<file path="src/rtl/ccp_map.svh">
/*
 * Register indices, reset values and codes of the
 * capture/compare/PWM unit.
 * Assumes inclusion by bare name from the unit and the bench.
 */
`ifndef CCP_MAP_SVH
`define CCP_MAP_SVH

// ************************************************************
// Register indices (byte address is four times the index)
// ************************************************************
`define CCP_IDX_VAL1   14'h040c
`define CCP_IDX_CON1   14'h040e
`define CCP_IDX_CAP1   14'h040f
`define CCP_IDX_VAL2   14'h0410
`define CCP_IDX_CON2   14'h0412
`define CCP_IDX_CAP2   14'h0413
`define CCP_IDX_TMRS   14'h041f

// ************************************************************
// Reset values
// ************************************************************
`define CCP_TMRS_RST   8'h05
`define CCP_CAP_RST    4'h0
`define CCP_MODE_RST   4'h0

// ************************************************************
// Mode codes
// ************************************************************
`define CCP_MODE_OFF   4'h0
`define CCP_MODE_TGLC  4'h1
`define CCP_MODE_TGL   4'h2
`define CCP_MODE_CEDGE 4'h3
`define CCP_MODE_CFALL 4'h4
`define CCP_MODE_CRISE 4'h5
`define CCP_MODE_CR4   4'h6
`define CCP_MODE_CR16  4'h7
`define CCP_MODE_SET   4'h8
`define CCP_MODE_CLR   4'h9
`define CCP_MODE_PLS   4'ha
`define CCP_MODE_PLSC  4'hb
`define CCP_PWM_TOP    2'h3

// ************************************************************
// Trigger source codes, timer pair codes, prescaler counts and zero duty
// ************************************************************
`define CCP_CTS_PIN    4'h0
`define CCP_CTS_CMP1   4'h1
`define CCP_CTS_CMP2   4'h2
`define CCP_CTS_IOC    4'h3
`define CCP_CTS_CLC1   4'h4
`define CCP_CTS_CLC2   4'h5
`define CCP_CTS_CLC3   4'h6
`define CCP_CTS_CLC4   4'h7
`define CCP_TSEL_2ND   2'h2
`define CCP_PRE_R4     2'h3
`define CCP_PRE_R16    4'hf
`define CCP_DUTY_ZERO  10'h000

`endif

</file>
<file path="src/rtl/ccp_pkg.sv">
/*
 * Types shared by the capture/compare/PWM unit.
 * Assumes nothing of its surroundings.
 */
package ccp_pkg;

    // Control fields of one unit.
    typedef struct packed {
        logic       en;
        logic       fmt;
        logic [3:0] mode;
    } ccp_ctrl_t;

    // One timer pair as seen by one unit.
    typedef struct packed {
        logic [15:0] wide;
        logic [7:0]  pwm;
        logic [1:0]  low;
        logic [7:0]  per;
        logic        tick;
    } ccp_timer_t;

    // Internal capture trigger sources.
    typedef struct packed {
        logic [1:0] cmp;
        logic       pin_change_event;
        logic [3:0] clc;
    } ccp_trig_t;

endpackage : ccp_pkg

</file>
<file path="src/rtl/ccp_unit.sv">
/*
 * Two capture/compare/PWM units behind an APB slave.
 * Assumes timers, period registers and trigger sources outside,
 * all synchronous to clk; pin inputs are already synchronous.
 */
`timescale 1ns/1ps
`default_nettype none
`include "ccp_map.svh"

//Contract
// - Sleep freezes unit, holds pin, keeps timer
// - PWM timing follows the system clock
// - Reset makes pins inputs, registers reset except value
// - Control bit 7 enables unit, resets 0
// - Control bit 5 read-only output level
// - Bit 4 picks duty alignment in PWM
// - Mode 11xx PWM, 0000 off, events flag
// - Capture edge modes 0011 to 0111
// - Set/clear output latched until mode off
// - Pulse modes 1010/1011, toggle 0010/0001
// - Modes 0001/1011 clear associated timer
// - Trigger field selects capture source
// - Capture/compare value uses full 16 bits
// - Right aligned duty in bits 9:0
// - Left aligned duty in bits 15:6
// - Value register survives reset
// - Independent timer selection per unit
// - Timer field 01 first, 10 second pair
// - Period match reloads duty, sets output unless duty zero
// - Time base match with duty clears output
module ccp_unit #(
    parameter int ADDR_W = 16
) (
    input  wire logic                  clk,
    input  wire logic                  srst,
    input  wire logic                  psel,
    input  wire logic                  penable,
    input  wire logic                  pwrite,
    input  wire logic [ADDR_W-1:0]     paddr,
    input  wire logic [31:0]           pwdata,
    output logic      [31:0]           prdata,
    output logic                       pready,
    output logic                       pslverr,
    input  wire logic                  sleep,
    input  wire ccp_pkg::ccp_timer_t   timer_a,
    input  wire ccp_pkg::ccp_timer_t   timer_b,
    input  wire ccp_pkg::ccp_trig_t    trig,
    input  wire logic [1:0]            pin_in,
    output logic      [1:0]            unit_pin,
    output logic      [1:0]            unit_pin_oe,
    output logic      [1:0]            unit_interrupt_flag,
    output logic      [1:0]            wide_timer_clear
);

    // ************************************************************
    // Register decode
    // ************************************************************

    localparam logic [13:0] IDX_VAL [2] = '{`CCP_IDX_VAL1, `CCP_IDX_VAL2};
    localparam logic [13:0] IDX_CON [2] = '{`CCP_IDX_CON1, `CCP_IDX_CON2};
    localparam logic [13:0] IDX_CAP [2] = '{`CCP_IDX_CAP1, `CCP_IDX_CAP2};

    // True for the PWM mode codes.
    function automatic logic ccp_is_pwm(input logic [3:0] mode);
        ccp_is_pwm = (mode[3:2] == `CCP_PWM_TOP);
    endfunction : ccp_is_pwm

    // True for the compare mode codes.
    function automatic logic ccp_is_cmp(input logic [3:0] mode);
        ccp_is_cmp = (mode == `CCP_MODE_TGLC) || (mode == `CCP_MODE_TGL)
                  || (mode[3:2] == 2'h2);
    endfunction : ccp_is_cmp

    logic [13:0] idx;
    logic        acc;
    logic        wr;
    logic [7:0]  tmrs;
    logic [15:0] val_w [2];
    logic [7:0]  con_w [2];
    logic [3:0]  cap_w [2];
    logic        hit_val [2];
    logic        hit_con [2];
    logic        hit_cap [2];
    logic        hit_tmrs;
    logic        mapped;
    logic [31:0] rd_mux;

    // Access phase and the write strobe at the completing edge.
    assign idx      = paddr[15:2];
    assign acc      = psel && penable;
    assign wr       = acc && pready && pwrite;
    assign hit_tmrs = (idx == `CCP_IDX_TMRS);
    assign hit_val[0] = (idx == IDX_VAL[0]);
    assign hit_val[1] = (idx == IDX_VAL[1]);
    assign hit_con[0] = (idx == IDX_CON[0]);
    assign hit_con[1] = (idx == IDX_CON[1]);
    assign hit_cap[0] = (idx == IDX_CAP[0]);
    assign hit_cap[1] = (idx == IDX_CAP[1]);
    assign mapped = hit_tmrs || hit_val[0] || hit_val[1] || hit_con[0]
                 || hit_con[1] || hit_cap[0] || hit_cap[1];

    // Read data selection; unmapped words read zero.
    assign rd_mux = hit_val[0] ? {16'h0000, val_w[0]} :
                    hit_val[1] ? {16'h0000, val_w[1]} :
                    hit_con[0] ? {24'h00_0000, con_w[0]} :
                    hit_con[1] ? {24'h00_0000, con_w[1]} :
                    hit_cap[0] ? {28'h000_0000, cap_w[0]} :
                    hit_cap[1] ? {28'h000_0000, cap_w[1]} :
                    hit_tmrs   ? {24'h00_0000, tmrs} : 32'h0000_0000;

    // ************************************************************
    // APB slave: one wait state, registered answer
    // ************************************************************

    // Answer one cycle into the access phase.
    always_ff @(posedge clk) begin
        if (srst) begin
            pready  <= 1'b0;
            prdata  <= 32'h0000_0000;
            pslverr <= 1'b0;
        end else begin
            pready  <= acc && !pready;
            prdata  <= rd_mux;
            pslverr <= acc && !pready && !mapped;
        end
    end

    // Timer pairing field of both units.
    always_ff @(posedge clk) begin
        if (srst) begin
            tmrs <= `CCP_TMRS_RST;
        end else if (wr && hit_tmrs && mapped) begin
            tmrs <= {4'h0, pwdata[3:0]};
        end
    end

    // ************************************************************
    // Unit instances
    // ************************************************************

    for (genvar i = 0; i < 2; i++) begin : g_unit
        ccp_pkg::ccp_ctrl_t  ctrl;
        ccp_pkg::ccp_timer_t tm;
        logic [15:0] value_q;
        logic [3:0]  cts;
        logic [9:0]  duty;
        logic [9:0]  duty_buf;
        logic [9:0]  tbase;
        logic [3:0]  pre;
        logic        src;
        logic        src_d;
        logic        rise;
        logic        fall;
        logic        cap_evt;
        logic        match;
        logic        match_d;
        logic        cmp_hit;
        logic        out_q;
        logic        oe_q;
        logic        irq_q;
        logic        clr_q;
        logic        wr_val;
        logic        wr_con;
        logic        is_pwm;
        logic        is_cap;
        logic        per_hit;
        logic        off_req;

        // Timer pair chosen by this unit's own field.
        assign tm = (tmrs[2*i+:2] == `CCP_TSEL_2ND) ? timer_b : timer_a;

        // Capture trigger source selection; reserved codes never fire.
        assign src = (cts == `CCP_CTS_PIN)  ? pin_in[i]   :
                     (cts == `CCP_CTS_CMP1) ? trig.cmp[0] :
                     (cts == `CCP_CTS_CMP2) ? trig.cmp[1] :
                     (cts == `CCP_CTS_IOC)  ? trig.pin_change_event    :
                     (cts == `CCP_CTS_CLC1) ? trig.clc[0] :
                     (cts == `CCP_CTS_CLC2) ? trig.clc[1] :
                     (cts == `CCP_CTS_CLC3) ? trig.clc[2] :
                     (cts == `CCP_CTS_CLC4) ? trig.clc[3] : 1'b0;

        // Mode decode and event detection.
        assign is_pwm = ccp_is_pwm(ctrl.mode);
        assign is_cap = !is_pwm && !ccp_is_cmp(ctrl.mode)
                     && (ctrl.mode != `CCP_MODE_OFF);
        assign rise = src && !src_d;
        assign fall = !src && src_d;
        assign cap_evt = ctrl.en && is_cap && (
            ((ctrl.mode == `CCP_MODE_CEDGE) && (rise || fall)) ||
            ((ctrl.mode == `CCP_MODE_CFALL) && fall) ||
            ((ctrl.mode == `CCP_MODE_CRISE) && rise) ||
            ((ctrl.mode == `CCP_MODE_CR4) && rise && (pre[1:0] == `CCP_PRE_R4)) ||
            ((ctrl.mode == `CCP_MODE_CR16) && rise && (pre == `CCP_PRE_R16)));
        assign match   = (tm.wide == value_q);
        assign cmp_hit = ctrl.en && ccp_is_cmp(ctrl.mode) && match && !match_d;

        // Duty alignment; the bit is ignored outside PWM.
        assign duty = ctrl.fmt ? {value_q[15:8], value_q[7:6]}
                               : value_q[9:0];
        assign tbase   = {tm.pwm, tm.low};
        assign per_hit = tm.tick && (tm.pwm == tm.per);

        // Bus strobes and the release of a latched compare result.
        assign wr_val  = wr && hit_val[i];
        assign wr_con  = wr && hit_con[i];
        assign off_req = wr_con && (!pwdata[7] || (pwdata[3:0] == `CCP_MODE_OFF));

        // Control and trigger select; output level bit is not writable.
        always_ff @(posedge clk) begin
            if (srst) begin
                ctrl <= '{en: 1'b0, fmt: 1'b0, mode: `CCP_MODE_RST};
                cts  <= `CCP_CAP_RST;
            end else begin
                if (wr_con) begin
                    ctrl <= '{en: pwdata[7], fmt: pwdata[4], mode: pwdata[3:0]};
                end
                if (wr && hit_cap[i]) begin
                    cts <= pwdata[3:0];
                end
            end
        end

        // Value register: no reset; a capture wins over a bus write.
        always_ff @(posedge clk) begin
            if (!sleep && cap_evt) begin
                value_q <= tm.wide;
            end else if (wr_val) begin
                value_q <= pwdata[15:0];
            end
        end

        // Capture, compare and PWM engine, frozen in sleep.
        always_ff @(posedge clk) begin
            if (srst) begin
                src_d    <= 1'b0;
                match_d  <= 1'b0;
                pre      <= 4'h0;
                out_q    <= 1'b0;
                oe_q     <= 1'b0;
                irq_q    <= 1'b0;
                clr_q    <= 1'b0;
                duty_buf <= `CCP_DUTY_ZERO;
            end else if (sleep) begin
                irq_q <= 1'b0;
                clr_q <= 1'b0;
            end else begin
                src_d   <= src;
                match_d <= match;
                oe_q    <= ctrl.en && (is_pwm || ccp_is_cmp(ctrl.mode));
                irq_q   <= cap_evt || cmp_hit || (ctrl.en && is_pwm && per_hit);
                clr_q   <= cmp_hit && ((ctrl.mode == `CCP_MODE_TGLC)
                                    || (ctrl.mode == `CCP_MODE_PLSC));
                if (!ctrl.en || !is_cap) begin
                    pre <= 4'h0;
                end else if (rise) begin
                    pre <= pre + 4'h1;
                end
                if (off_req || !ctrl.en || (ctrl.mode == `CCP_MODE_OFF)) begin
                    out_q <= 1'b0;
                end else if (is_pwm) begin
                    if (per_hit) begin
                        duty_buf <= duty;
                        out_q    <= (duty != `CCP_DUTY_ZERO);
                    end else if (tbase == duty_buf) begin
                        out_q <= 1'b0;
                    end
                end else if (cmp_hit) begin
                    unique case (ctrl.mode)
                        `CCP_MODE_SET:  out_q <= 1'b1;
                        `CCP_MODE_CLR:  out_q <= 1'b0;
                        `CCP_MODE_PLS,
                        `CCP_MODE_PLSC: out_q <= 1'b1;
                        default:        out_q <= !out_q;
                    endcase
                end else if ((ctrl.mode == `CCP_MODE_PLS)
                          || (ctrl.mode == `CCP_MODE_PLSC)) begin
                    out_q <= 1'b0;
                end
            end
        end

        // Register read views and pin outputs.
        assign val_w[i] = value_q;
        assign con_w[i] = {ctrl.en, 1'b0, out_q, ctrl.fmt, ctrl.mode};
        assign cap_w[i] = cts;
        assign unit_pin[i]            = out_q;
        assign unit_pin_oe[i]         = oe_q;
        assign unit_interrupt_flag[i] = irq_q;
        assign wide_timer_clear[i]    = clr_q;
    end

endmodule : ccp_unit
`default_nettype wire

</file>
<file path="config.mk">
export PLATFORM = sky130hd
export DESIGN_NAME = ccp_unit
export DESIGN_NICKNAME = d
export VERILOG_FILES = /design/src/rtl/ccp_pkg.sv /design/src/rtl/ccp_unit.sv
export VERILOG_INCLUDE_DIRS = /design/src /design/src/rtl
export SDC_FILE = /design/constraint.sdc
export NUM_CORES = 1
export LEC_CHECK = 0
export BUFFER_PORTS_ARGS = -buffer_cell sky130_fd_sc_hd__clkbuf_2
export CAP_MARGIN = 25
export CORE_MARGIN = 1.5
export CORE_UTILIZATION = 52
export CTS_BUF_LIST = sky130_fd_sc_hd__clkbuf_8
export DETAILED_ROUTE_END_ITERATION = 16
export PLACE_DENSITY_LB_ADDON = 0.2
export SETUP_SLACK_MARGIN = 0.15
export SLEW_MARGIN = 20
export SYNTH_ARGS = -nofsm -noshare
export SYNTH_HDL_FRONTEND = slang
export SYNTH_SLANG_ARGS = --single-unit
</file>
<file path="constraint.sdc">
create_clock -name clk -period 5.8 [get_ports clk]
set_clock_uncertainty 0.2 [all_clocks]
set_input_delay 1.45 -clock clk [delete_from_list [all_inputs] [get_ports clk]]
set_output_delay 1.45 -clock clk [all_outputs]
set_load 0.05 [all_outputs]
</file>
==> out/qor.json, run 1 <==
{
  "synth": {
    "synth.area.top_cells": "sky130_fd_sc_hd__dfxtp_1 (21%), sky130_fd_sc_hd__edfxtp_1 (12%), sky130_fd_sc_hd__mux2i_1 (7.4%)",
    "synthesized_netlist_cell_count": 947,
    "synth_edf_count": 32,
    "synthesis.area_per_instance_sq_um": 8.16,
    "synth_async_sr_flop_share_pct": 0,
    "area_share_of_the_leading_cell_type_in_the_synthesized_netlist_pct": 21.3,
    "ys.flop_type": "sky130_fd_sc_hd__dfxtp_1",
    "postSynthRegisterBits": 114,
    "most_numerous_cell_types_in_the_synthesized_netlist": "sky130_fd_sc_hd__nor2_1 (141), sky130_fd_sc_hd__nand2_1 (93), sky130_fd_sc_hd__dfxtp_1 (82)",
    "synthesis.yosys.warnings": 0,
    "synth.yosys.seq_area_share_pct": 33.7,
    "synthDistinctLibCells": 68,
    "synth.most_common_cell": "sky130_fd_sc_hd__nor2_1",
    "mappedNetlistArea_sq_um": 7720,
    "yosys.area.top_type": "sky130_fd_sc_hd__dfxtp_1"
  },
  "route": {
    "finalWirelength_um": 23200,
    "vias_per_cell": 6.04,
    "detailedRoute.firstIterationViolations": 915,
    "drcViolationCount": 0,
    "first_pass_iters": 6,
    "routed_wire_per_std_cell_um": 18.5,
    "postRouteAntennaNets": 0,
    "routed_via_count": 7567
  },
  "placed_design": {
    "place_congestion": 0.987,
    "port-buffer-count": 140,
    "dp_cells": 1221,
    "place.detailed.hpwl_um": 17200,
    "detailed_place.area_sq_um": 8450
  },
  "power_and_ir_drop": {
    "power.combinational.fraction_pct": 11.2,
    "power.share.switching_pct": 25.9,
    "irDropWorstVdd_mv": 0.150,
    "seq_power_share_pct": 46.8,
    "p_per_area_nw_per_um2": 198,
    "clockPowerShare_pct": 42.0,
    "leakagePower_nw": 3.51,
    "switchingPower_mw": 0.453,
    "power_mw": 1.75,
    "internal-power_mw": 1.30
  },
  "clock_tree": {
    "post_cts_hold_buffer_count": 0,
    "tritoncts_clock_tree": "yes",
    "root_buffer": "sky130_fd_sc_hd__clkbuf_8",
    "insertion_delay_ps": 460,
    "clk_path_buf_depth": 2,
    "clkTransAtPathRegs_ps": 70,
    "cts_sinks": 114,
    "cts_buffers": 17,
    "ctsHtreeMaxLevel": 4,
    "cts-resized-gates": 0,
    "postCtsSetupBuffers": 0
  },
  "timing": {
    "slew_headroom_pct": 38.3,
    "timing.final.max_slew_violations": 0,
    "setup-tns-final_ps": 0,
    "max_fclk_mhz": 249,
    "min_period_ps": 4010,
    "setup-violations-final": 0,
    "tightest_slew_ps": 926,
    "post-route-period-util_pct": 69.1,
    "rsz0062_at_grt": "false",
    "hold_viol": 0
  },
  "critical_path": {
    "critical_path.slowest_cell": "sky130_fd_sc_hd__mux4_2",
    "critical_path_arrival_ps": 4010,
    "cp-startpoint": "trig[3]",
    "cp_top_family": "buffers and inverters",
    "worst_r2r_startpoint": "g_unit[0].cts[1]$_SDFFE_PP0P_",
    "worst-endpoint-required_ps": 5800,
    "cp_slowest_stage_delay_ps": 450,
    "crit_chain": "clkbuf_2 -> mux4_2 -> mux2i_1 -> or2_2 -> inv_1 -> ha_1 -> and2_1 -> nand4_1 -> o21ai_0 -> a32oi_1 -> nor3_2 -> buf_4 -> o21bai_1 -> buf_4",
    "crit_path_max_fanout": 33,
    "cpMostUsedCell": "sky130_fd_sc_hd__buf_4",
    "worstPathBufferInverterCount": 4,
    "critPathKind": "in -> reg",
    "cp-end-kind": "flop",
    "crit_path_start_kind": "primary input"
  },
  "die": {
    "fp.dieW_um": 125,
    "placeableCoreArea_sq_um": 14500,
    "floorplan.initialDensity_pct": 53.2,
    "num_rows": 44,
    "dieHeight_um": 125,
    "dieArea_sq_um": 15600,
    "top_level_ports": 175
  },
  "global_route": {
    "grt_overflow": 0,
    "grt_start_max_net_pins": 49,
    "grt_pass1_vias": 6952,
    "grt_pass1_wl_um": 36700,
    "antenna_violations_before_repair": 0,
    "global_router_s_overall_resource_usage_pct": 29.9
  },
  "finish": {
    "fin_nets": 1195,
    "antenna_cells_inserted": 0,
    "number_of_non_filler_instances_in_the_completed_layout": 1252,
    "final_design_utilization_pct": 60.8,
    "final_layout_size_suffix_gt1_share_pct": 20.5,
    "n_fill_cell": 1333,
    "layout-area-overhead-vs-synth_pct": 14.4,
    "layout.cell_area.non_filler_sq_um": 8830
  },
  "hold_path": {
    "timing.hold.worst.class": "reg -> reg",
    "min_from": "pready$_SDFF_PP0_"
  },
  "job": {
    "max_cap_viol_count": 0
  },
  "status": {
    "run_status": "finished clean"
  }
}
path summary, 6_finish.rpt:
path,endpoint,slack (ps),cells after the start
hold reg to reg,pready$_SDFF_PP0_,280,1
setup reg to reg,g_unit[0].value_q[6]$_DFFE_PP_,2380,13
setup / recovery,g_unit[0].value_q[6]$_DFFE_PP_,1790,14
hold / removal,pready$_SDFF_PP0_,280,1
metrics by stage:
stage,hold slack (ps),setup WS [ps]
after detailed placement,265,1330
after floorplan,251,1250
after global routing,303,1520
final,284,1790
after CTS,287,1810
after global placement,252,1330
cell type report:
cell class                 instances  area (sq um)  share of cell area, %
clock inverter                    11           111                   1.26
multi-input combinational        732          4670                   52.9
timing repair buffer             153           798                   9.04
clock buffer                      20           275                   3.12
tap                              184           230                   2.61
sequential                       114          2600                   29.5
inverter                          38           143                   1.61
placed cells by master, fill, tap and decap left out, drive strengths merged, types with 7 or more instances in the layout:
cell type / instances
nor4: 17
mux2i: 57
a211oi: 9
clkbuf: 160
xor2: 37
o22ai: 13
xnor2: 29
nor2b: 21
inv: 42
nand2: 93
edfxtp: 32
o21ai: 27
mux2: 13
nand4: 12
a22oi: 21
nand3: 8
dfxtp: 82
nand2b: 10
a31oi: 34
buf: 13
a221oi: 7
a21oi: 37
nor2: 141
nor3: 32
conb: 16
logic make-up after synthesis:
family | share of synthesized area [%]
AO/OA/AOI/OAI | 17.4
XOR/XNOR | 7.48
adder cells (fa/ha/maj) | 0.972
buffers and inverters | 6.88
flip-flops | 33.7
multiplexers | 10.4
other | 0.0485
AND/OR/NAND/NOR | 23.1
sequential cells by signal (all words and copies together), names as in the netlist:
signal,flops
con_w,12
g_unit.clr_q,2
g_unit.cts,8
g_unit.duty_buf,20
g_unit.irq_q,2
g_unit.match_d,2
g_unit.oe_q,2
g_unit.out_q,2
g_unit.pre,8
g_unit.src_d,2
g_unit.value_q,32
prdata,16
pready,1
pslverr,1
tmrs,4
power by group through the flow:
stage | Combinational (mW) | Sequential [mW] | Clock [mW]
floorplan | 0.116 | 0.839 | 0
global placement | 0.191 | 0.837 | 0
detailed placement | 0.193 | 0.837 | 0
CTS | 0.194 | 0.819 | 0.746
global route | 0.214 | 0.819 | 0.779
finish | 0.195 | 0.819 | 0.736
worst register-to-register path: cells and delay by family (launching register included):
family | cells | cell delay (ps)
fa+ha+maj | 1 | 240
mux | 2 | 660
buf+inv | 3 | 540
flops | 1 | 430
simple gates | 4 | 520
compound gates | 3 | 570
per-layer routing:
layer,vias up,global-route usage (%),routed length [um]
li1,3595,-,-
met1,3478,41.7,10100
met2,437,45.3,10100
met3,57,6.36,2370
met4,0,11.3,602
met5,-,0,0
Power figures use the tool's default switching activity.
==> run 2: changes to the inputs <==
- clock period: 5.8 -> 4 ns (I/O delays scaled with it)
==> out/qor.json, run 2 (synthesis gave the netlist of run 1 again) <==
{
  "placed_design": {
    "detailed_place.area": {"value": 8580, "unit": "sq um", "change": "was 8450 sq um"},
    "pre_cts_setup_slack": {"value": 139, "unit": "ps", "change": "was 1330 ps"},
    "port-buffer-count": {"value": 140, "change": "unchanged"},
    "place_congestion": {"value": 0.995, "change": "was 0.987"},
    "place.detailed.hpwl": {"value": 17800, "unit": "um", "change": "was 17,200 um"}
  },
  "finish": {
    "reg.largest.list": {"value": "g_unit.value_q x32, g_unit.duty_buf x20, prdata x16", "change": "unchanged"},
    "multi_input_area": {"value": 4690, "unit": "sq um", "change": "was 4670 sq um"},
    "fin_nets": {"value": 1206, "change": "was 1,195"},
    "commonest_non_fill_non_tap_cell_in_the_layout": {"value": "sky130_fd_sc_hd__nor2_1", "change": "unchanged"},
    "layout-area-overhead-vs-synth": {"value": 16.6, "unit": "%", "change": "was 14.4%"},
    "largest_register_ffs": {"value": 32, "change": "unchanged"},
    "seq_area": {"value": 2600, "unit": "sq um", "change": "unchanged"},
    "antenna_cells_inserted": {"value": 0, "change": "unchanged"},
    "layout.cell_area.non_filler": {"value": 9000, "unit": "sq um", "change": "was 8830 sq um"},
    "layout.cells.most_common_list": {"value": "sky130_fd_sc_hd__nor2_1 (141), sky130_fd_sc_hd__clkbuf_2 (140), sky130_fd_sc_hd__nand2_1 (93)", "change": "unchanged"},
    "most_flops_register": {"value": "g_unit.value_q", "change": "unchanged"},
    "n_fill_cell": {"value": 1350, "change": "was 1,333"},
    "final_layout_size_suffix_gt1_share": {"value": 21.8, "unit": "%", "change": "was 20.5%"}
  },
  "timing": {
    "slew_headroom": {"value": 30.4, "unit": "%", "change": "was 38.3%"},
    "tightest_slew": {"value": 1040, "unit": "ps", "change": "was 926 ps"},
    "max_fclk_mhz": 290,
    "post-route-period-util_pct": 86.3,
    "rsz0062_at_grt": {"value": "false", "change": "unchanged"},
    "setup-violations-final": {"value": 0, "change": "unchanged"},
    "min_period_ps": 3450,
    "setup-tns-final": {"value": 0, "unit": "ps", "change": "unchanged"},
    "timing.final.max_slew_violations": {"value": 0, "change": "unchanged"},
    "hold_viol": {"value": 0, "change": "unchanged"},
    "fin_ws": {"value": 548, "unit": "ps", "change": "was 1790 ps"}
  },
  "clock_tree": {
    "clkTransAtPathRegs": {"value": 80, "unit": "ps", "change": "was 70 ps"},
    "tritoncts_clock_tree": {"value": "yes", "change": "unchanged"},
    "root_buffer": {"value": "sky130_fd_sc_hd__clkbuf_8", "change": "unchanged"},
    "cts-resized-gates": {"value": 0, "change": "unchanged"},
    "cts_buffers": {"value": 17, "change": "unchanged"},
    "ctsHtreeMaxLevel": {"value": 4, "change": "unchanged"},
    "cts_sinks": {"value": 114, "change": "unchanged"},
    "post_cts_hold_buffer_count": {"value": 0, "change": "unchanged"},
    "insertion_delay": {"value": 450, "unit": "ps", "change": "was 460 ps"},
    "postCtsSetupBuffers": {"value": 0, "change": "unchanged"},
    "clk_path_buf_depth": {"value": 2, "change": "unchanged"}
  },
  "critical_path": {
    "cp_slowest_stage_delay": {"value": 840, "unit": "ps", "change": "was 450 ps"},
    "crit_path_start_kind": {"value": "primary input", "change": "unchanged"},
    "crit_path_max_fanout": {"value": 16, "change": "was 33"},
    "cp-end-kind": {"value": "flop", "change": "unchanged"},
    "worstPathBufferInverterCount": {"value": 1, "change": "was 4"},
    "crit_chain": {"value": "clkbuf_2 -> or4b_1 -> or3_1 -> or4_1 -> o21bai_2", "change": "was clkbuf_2 -> mux4_2 -> mux2i_1 -> or2_2 -> inv_1 -> ha_1 -> and2_1 -> nand4_1 -> o21ai_0 -> a32oi_1 -> nor3_2 -> buf_4 -> o21bai_1 -> buf_4"},
    "cp_top_family": {"value": "simple AND/OR/NAND/NOR gates", "change": "was buffers and inverters"},
    "critical_path.slowest_cell": {"value": "sky130_fd_sc_hd__o21bai_2", "change": "was sky130_fd_sc_hd__mux4_2"},
    "critPathKind": {"value": "in -> reg", "change": "unchanged"},
    "worst-endpoint-required": {"value": 3860, "unit": "ps", "change": "was 5800 ps"},
    "critical_path_arrival": {"value": 3320, "unit": "ps", "change": "was 4010 ps"}
  },
  "die": {
    "dieHeight": {"value": 125, "unit": "um", "change": "unchanged"},
    "top_level_ports": {"value": 175, "change": "unchanged"},
    "dieArea": {"value": 15600, "unit": "sq um", "change": "unchanged"},
    "placeableCoreArea": {"value": 14500, "unit": "sq um", "change": "unchanged"},
    "fp.dieW": {"value": 125, "unit": "um", "change": "unchanged"},
    "num_rows": {"value": 44, "change": "unchanged"},
    "floorplan.initialDensity": {"value": 53.2, "unit": "%", "change": "unchanged"}
  },
  "global_route": {
    "met2_usage": {"value": 47.4, "unit": "%", "change": "was 45.3%"},
    "grt_pass1_wl": {"value": 37900, "unit": "um", "change": "was 36,700 um"},
    "antenna_violations_before_repair": {"value": 0, "change": "unchanged"},
    "global_route.peak_usage_layer": {"value": "met2", "change": "unchanged"},
    "grtUsageMet1": {"value": 43.1, "unit": "%", "change": "was 41.7%"},
    "grt_pass1_vias": {"value": 7048, "change": "was 6,952"},
    "global_router_s_overall_resource_usage": {"value": 30.9, "unit": "%", "change": "was 29.9%"},
    "grt_overflow": {"value": 0, "change": "unchanged"},
    "grt_start_max_net_pins": {"value": 51, "change": "was 49"},
    "globalRouteMet3Util": {"value": 6.06, "unit": "%", "change": "was 6.36%"}
  },
  "power_and_ir_drop": {
    "irDropWorstVdd": {"value": 0.188, "unit": "mV", "change": "was 0.150 mV"},
    "p_per_area": {"value": 293, "unit": "nW/um^2", "change": "was 198 nW/um^2"},
    "power.combinational.fraction": {"value": 10.9, "unit": "%", "change": "was 11.2%"},
    "internal-power": {"value": 1.96, "unit": "mW", "change": "was 1.30 mW"},
    "seq_power_share": {"value": 44.9, "unit": "%", "change": "was 46.8%"},
    "switchingPower": {"value": 0.685, "unit": "mW", "change": "was 0.453 mW"},
    "leakagePower": {"value": 3.60, "unit": "nW", "change": "was 3.51 nW"},
    "clockPowerShare": {"value": 44.2, "unit": "%", "change": "was 42.0%"},
    "power.share.switching": {"value": 25.9, "unit": "%", "change": "about the same"}
  },
  "route": {
    "first_pass_iters": {"value": 7, "change": "was 6"},
    "routed_via_count": {"value": 7701, "change": "was 7,567"},
    "drcViolationCount": {"value": 0, "change": "unchanged"},
    "postRouteAntennaNets": {"value": 0, "change": "unchanged"},
    "finalWirelength": {"value": 23800, "unit": "um", "change": "was 23,200 um"},
    "routed_wire_per_std_cell": {"value": 18.9, "unit": "um", "change": "was 18.5 um"},
    "detailedRoute.firstIterationViolations": {"value": 875, "change": "was 915"},
    "vias_per_cell": {"value": 6.09, "change": "was 6.04"}
  },
  "hold_path": {
    "timing.hold.worst.class": {"value": "reg -> reg", "change": "unchanged"}
  },
  "status": {
    "run_status": {"value": "finished clean", "change": "unchanged"}
  },
  "job": {
    "max_cap_viol_count": {"value": 0, "change": "unchanged"}
  }
}
## run 2: cell count changes in the layout (fill, tap and decap cells not counted), sizes merged
cell / previous run / this run
bufinv: 2 / 3
buf: 13 / 24
inv: 42 / 40
clkinvlp: 1 / 3
## run 2: through the flow
step	util (%)	total power, mW	hold slack, ps	std cells
6_report	62.0	2.64	285	1264
5_1_grt	62.0	2.73	325	1264
4_1_cts	62.0	2.65	286	1264
3_5_place_dp	59.0	1.50	260	1232
3_3_place_gp	59.0	1.49	262	1232
2_1_floorplan	-	1.38	251	962
## run 2: final cells by class
| type | count | share of cell area, % |
|---|---|---|
| repair buffers | 164 | 10.1 |
| multi-input cells | 732 | 52.1 |
| clock buffers | 20 | 3.06 |
| clock inverters | 12 | 1.71 |
| inverters | 38 | 1.58 |
| flip-flops and latches | 114 | 28.9 |
| well taps | 184 | 2.56 |
## run 2: worst paths after layout
kind / startpoint / endpoint / slack, ps / cells past startpoint
setup / recovery: paddr[9] / g_unit[1].value_q[9]$_DFFE_PP_ / 550 / 5
hold / removal: pready$_SDFF_PP0_ / pready$_SDFF_PP0_ / 280 / 1
setup reg to reg: g_unit[1].cts[1]$_SDFFE_PP0P_ / g_unit[1].value_q[9]$_DFFE_PP_ / 670 / 10
hold reg to reg: pready$_SDFF_PP0_ / pready$_SDFF_PP0_ / 280 / 1
## run 2: power by group through the flow
| stage | Combinational (mW) | Sequential (mW) | Clock (mW) |
|---|---|---|---|
| final | 0.287 | 1.19 | 1.17 |
| after global routing | 0.314 | 1.19 | 1.23 |
| after CTS | 0.284 | 1.19 | 1.18 |
| after detailed placement | 0.282 | 1.21 | 0 |
| after global placement | 0.279 | 1.21 | 0 |
| after floorplan | 0.168 | 1.22 | 0 |
## run 2: layer usage
metal  part of all wire (%)  routed length, um
met5                      0                  0
met4                    2.7                650
met3                    9.7               2320
met2                     44              10500
met1                     43              10300
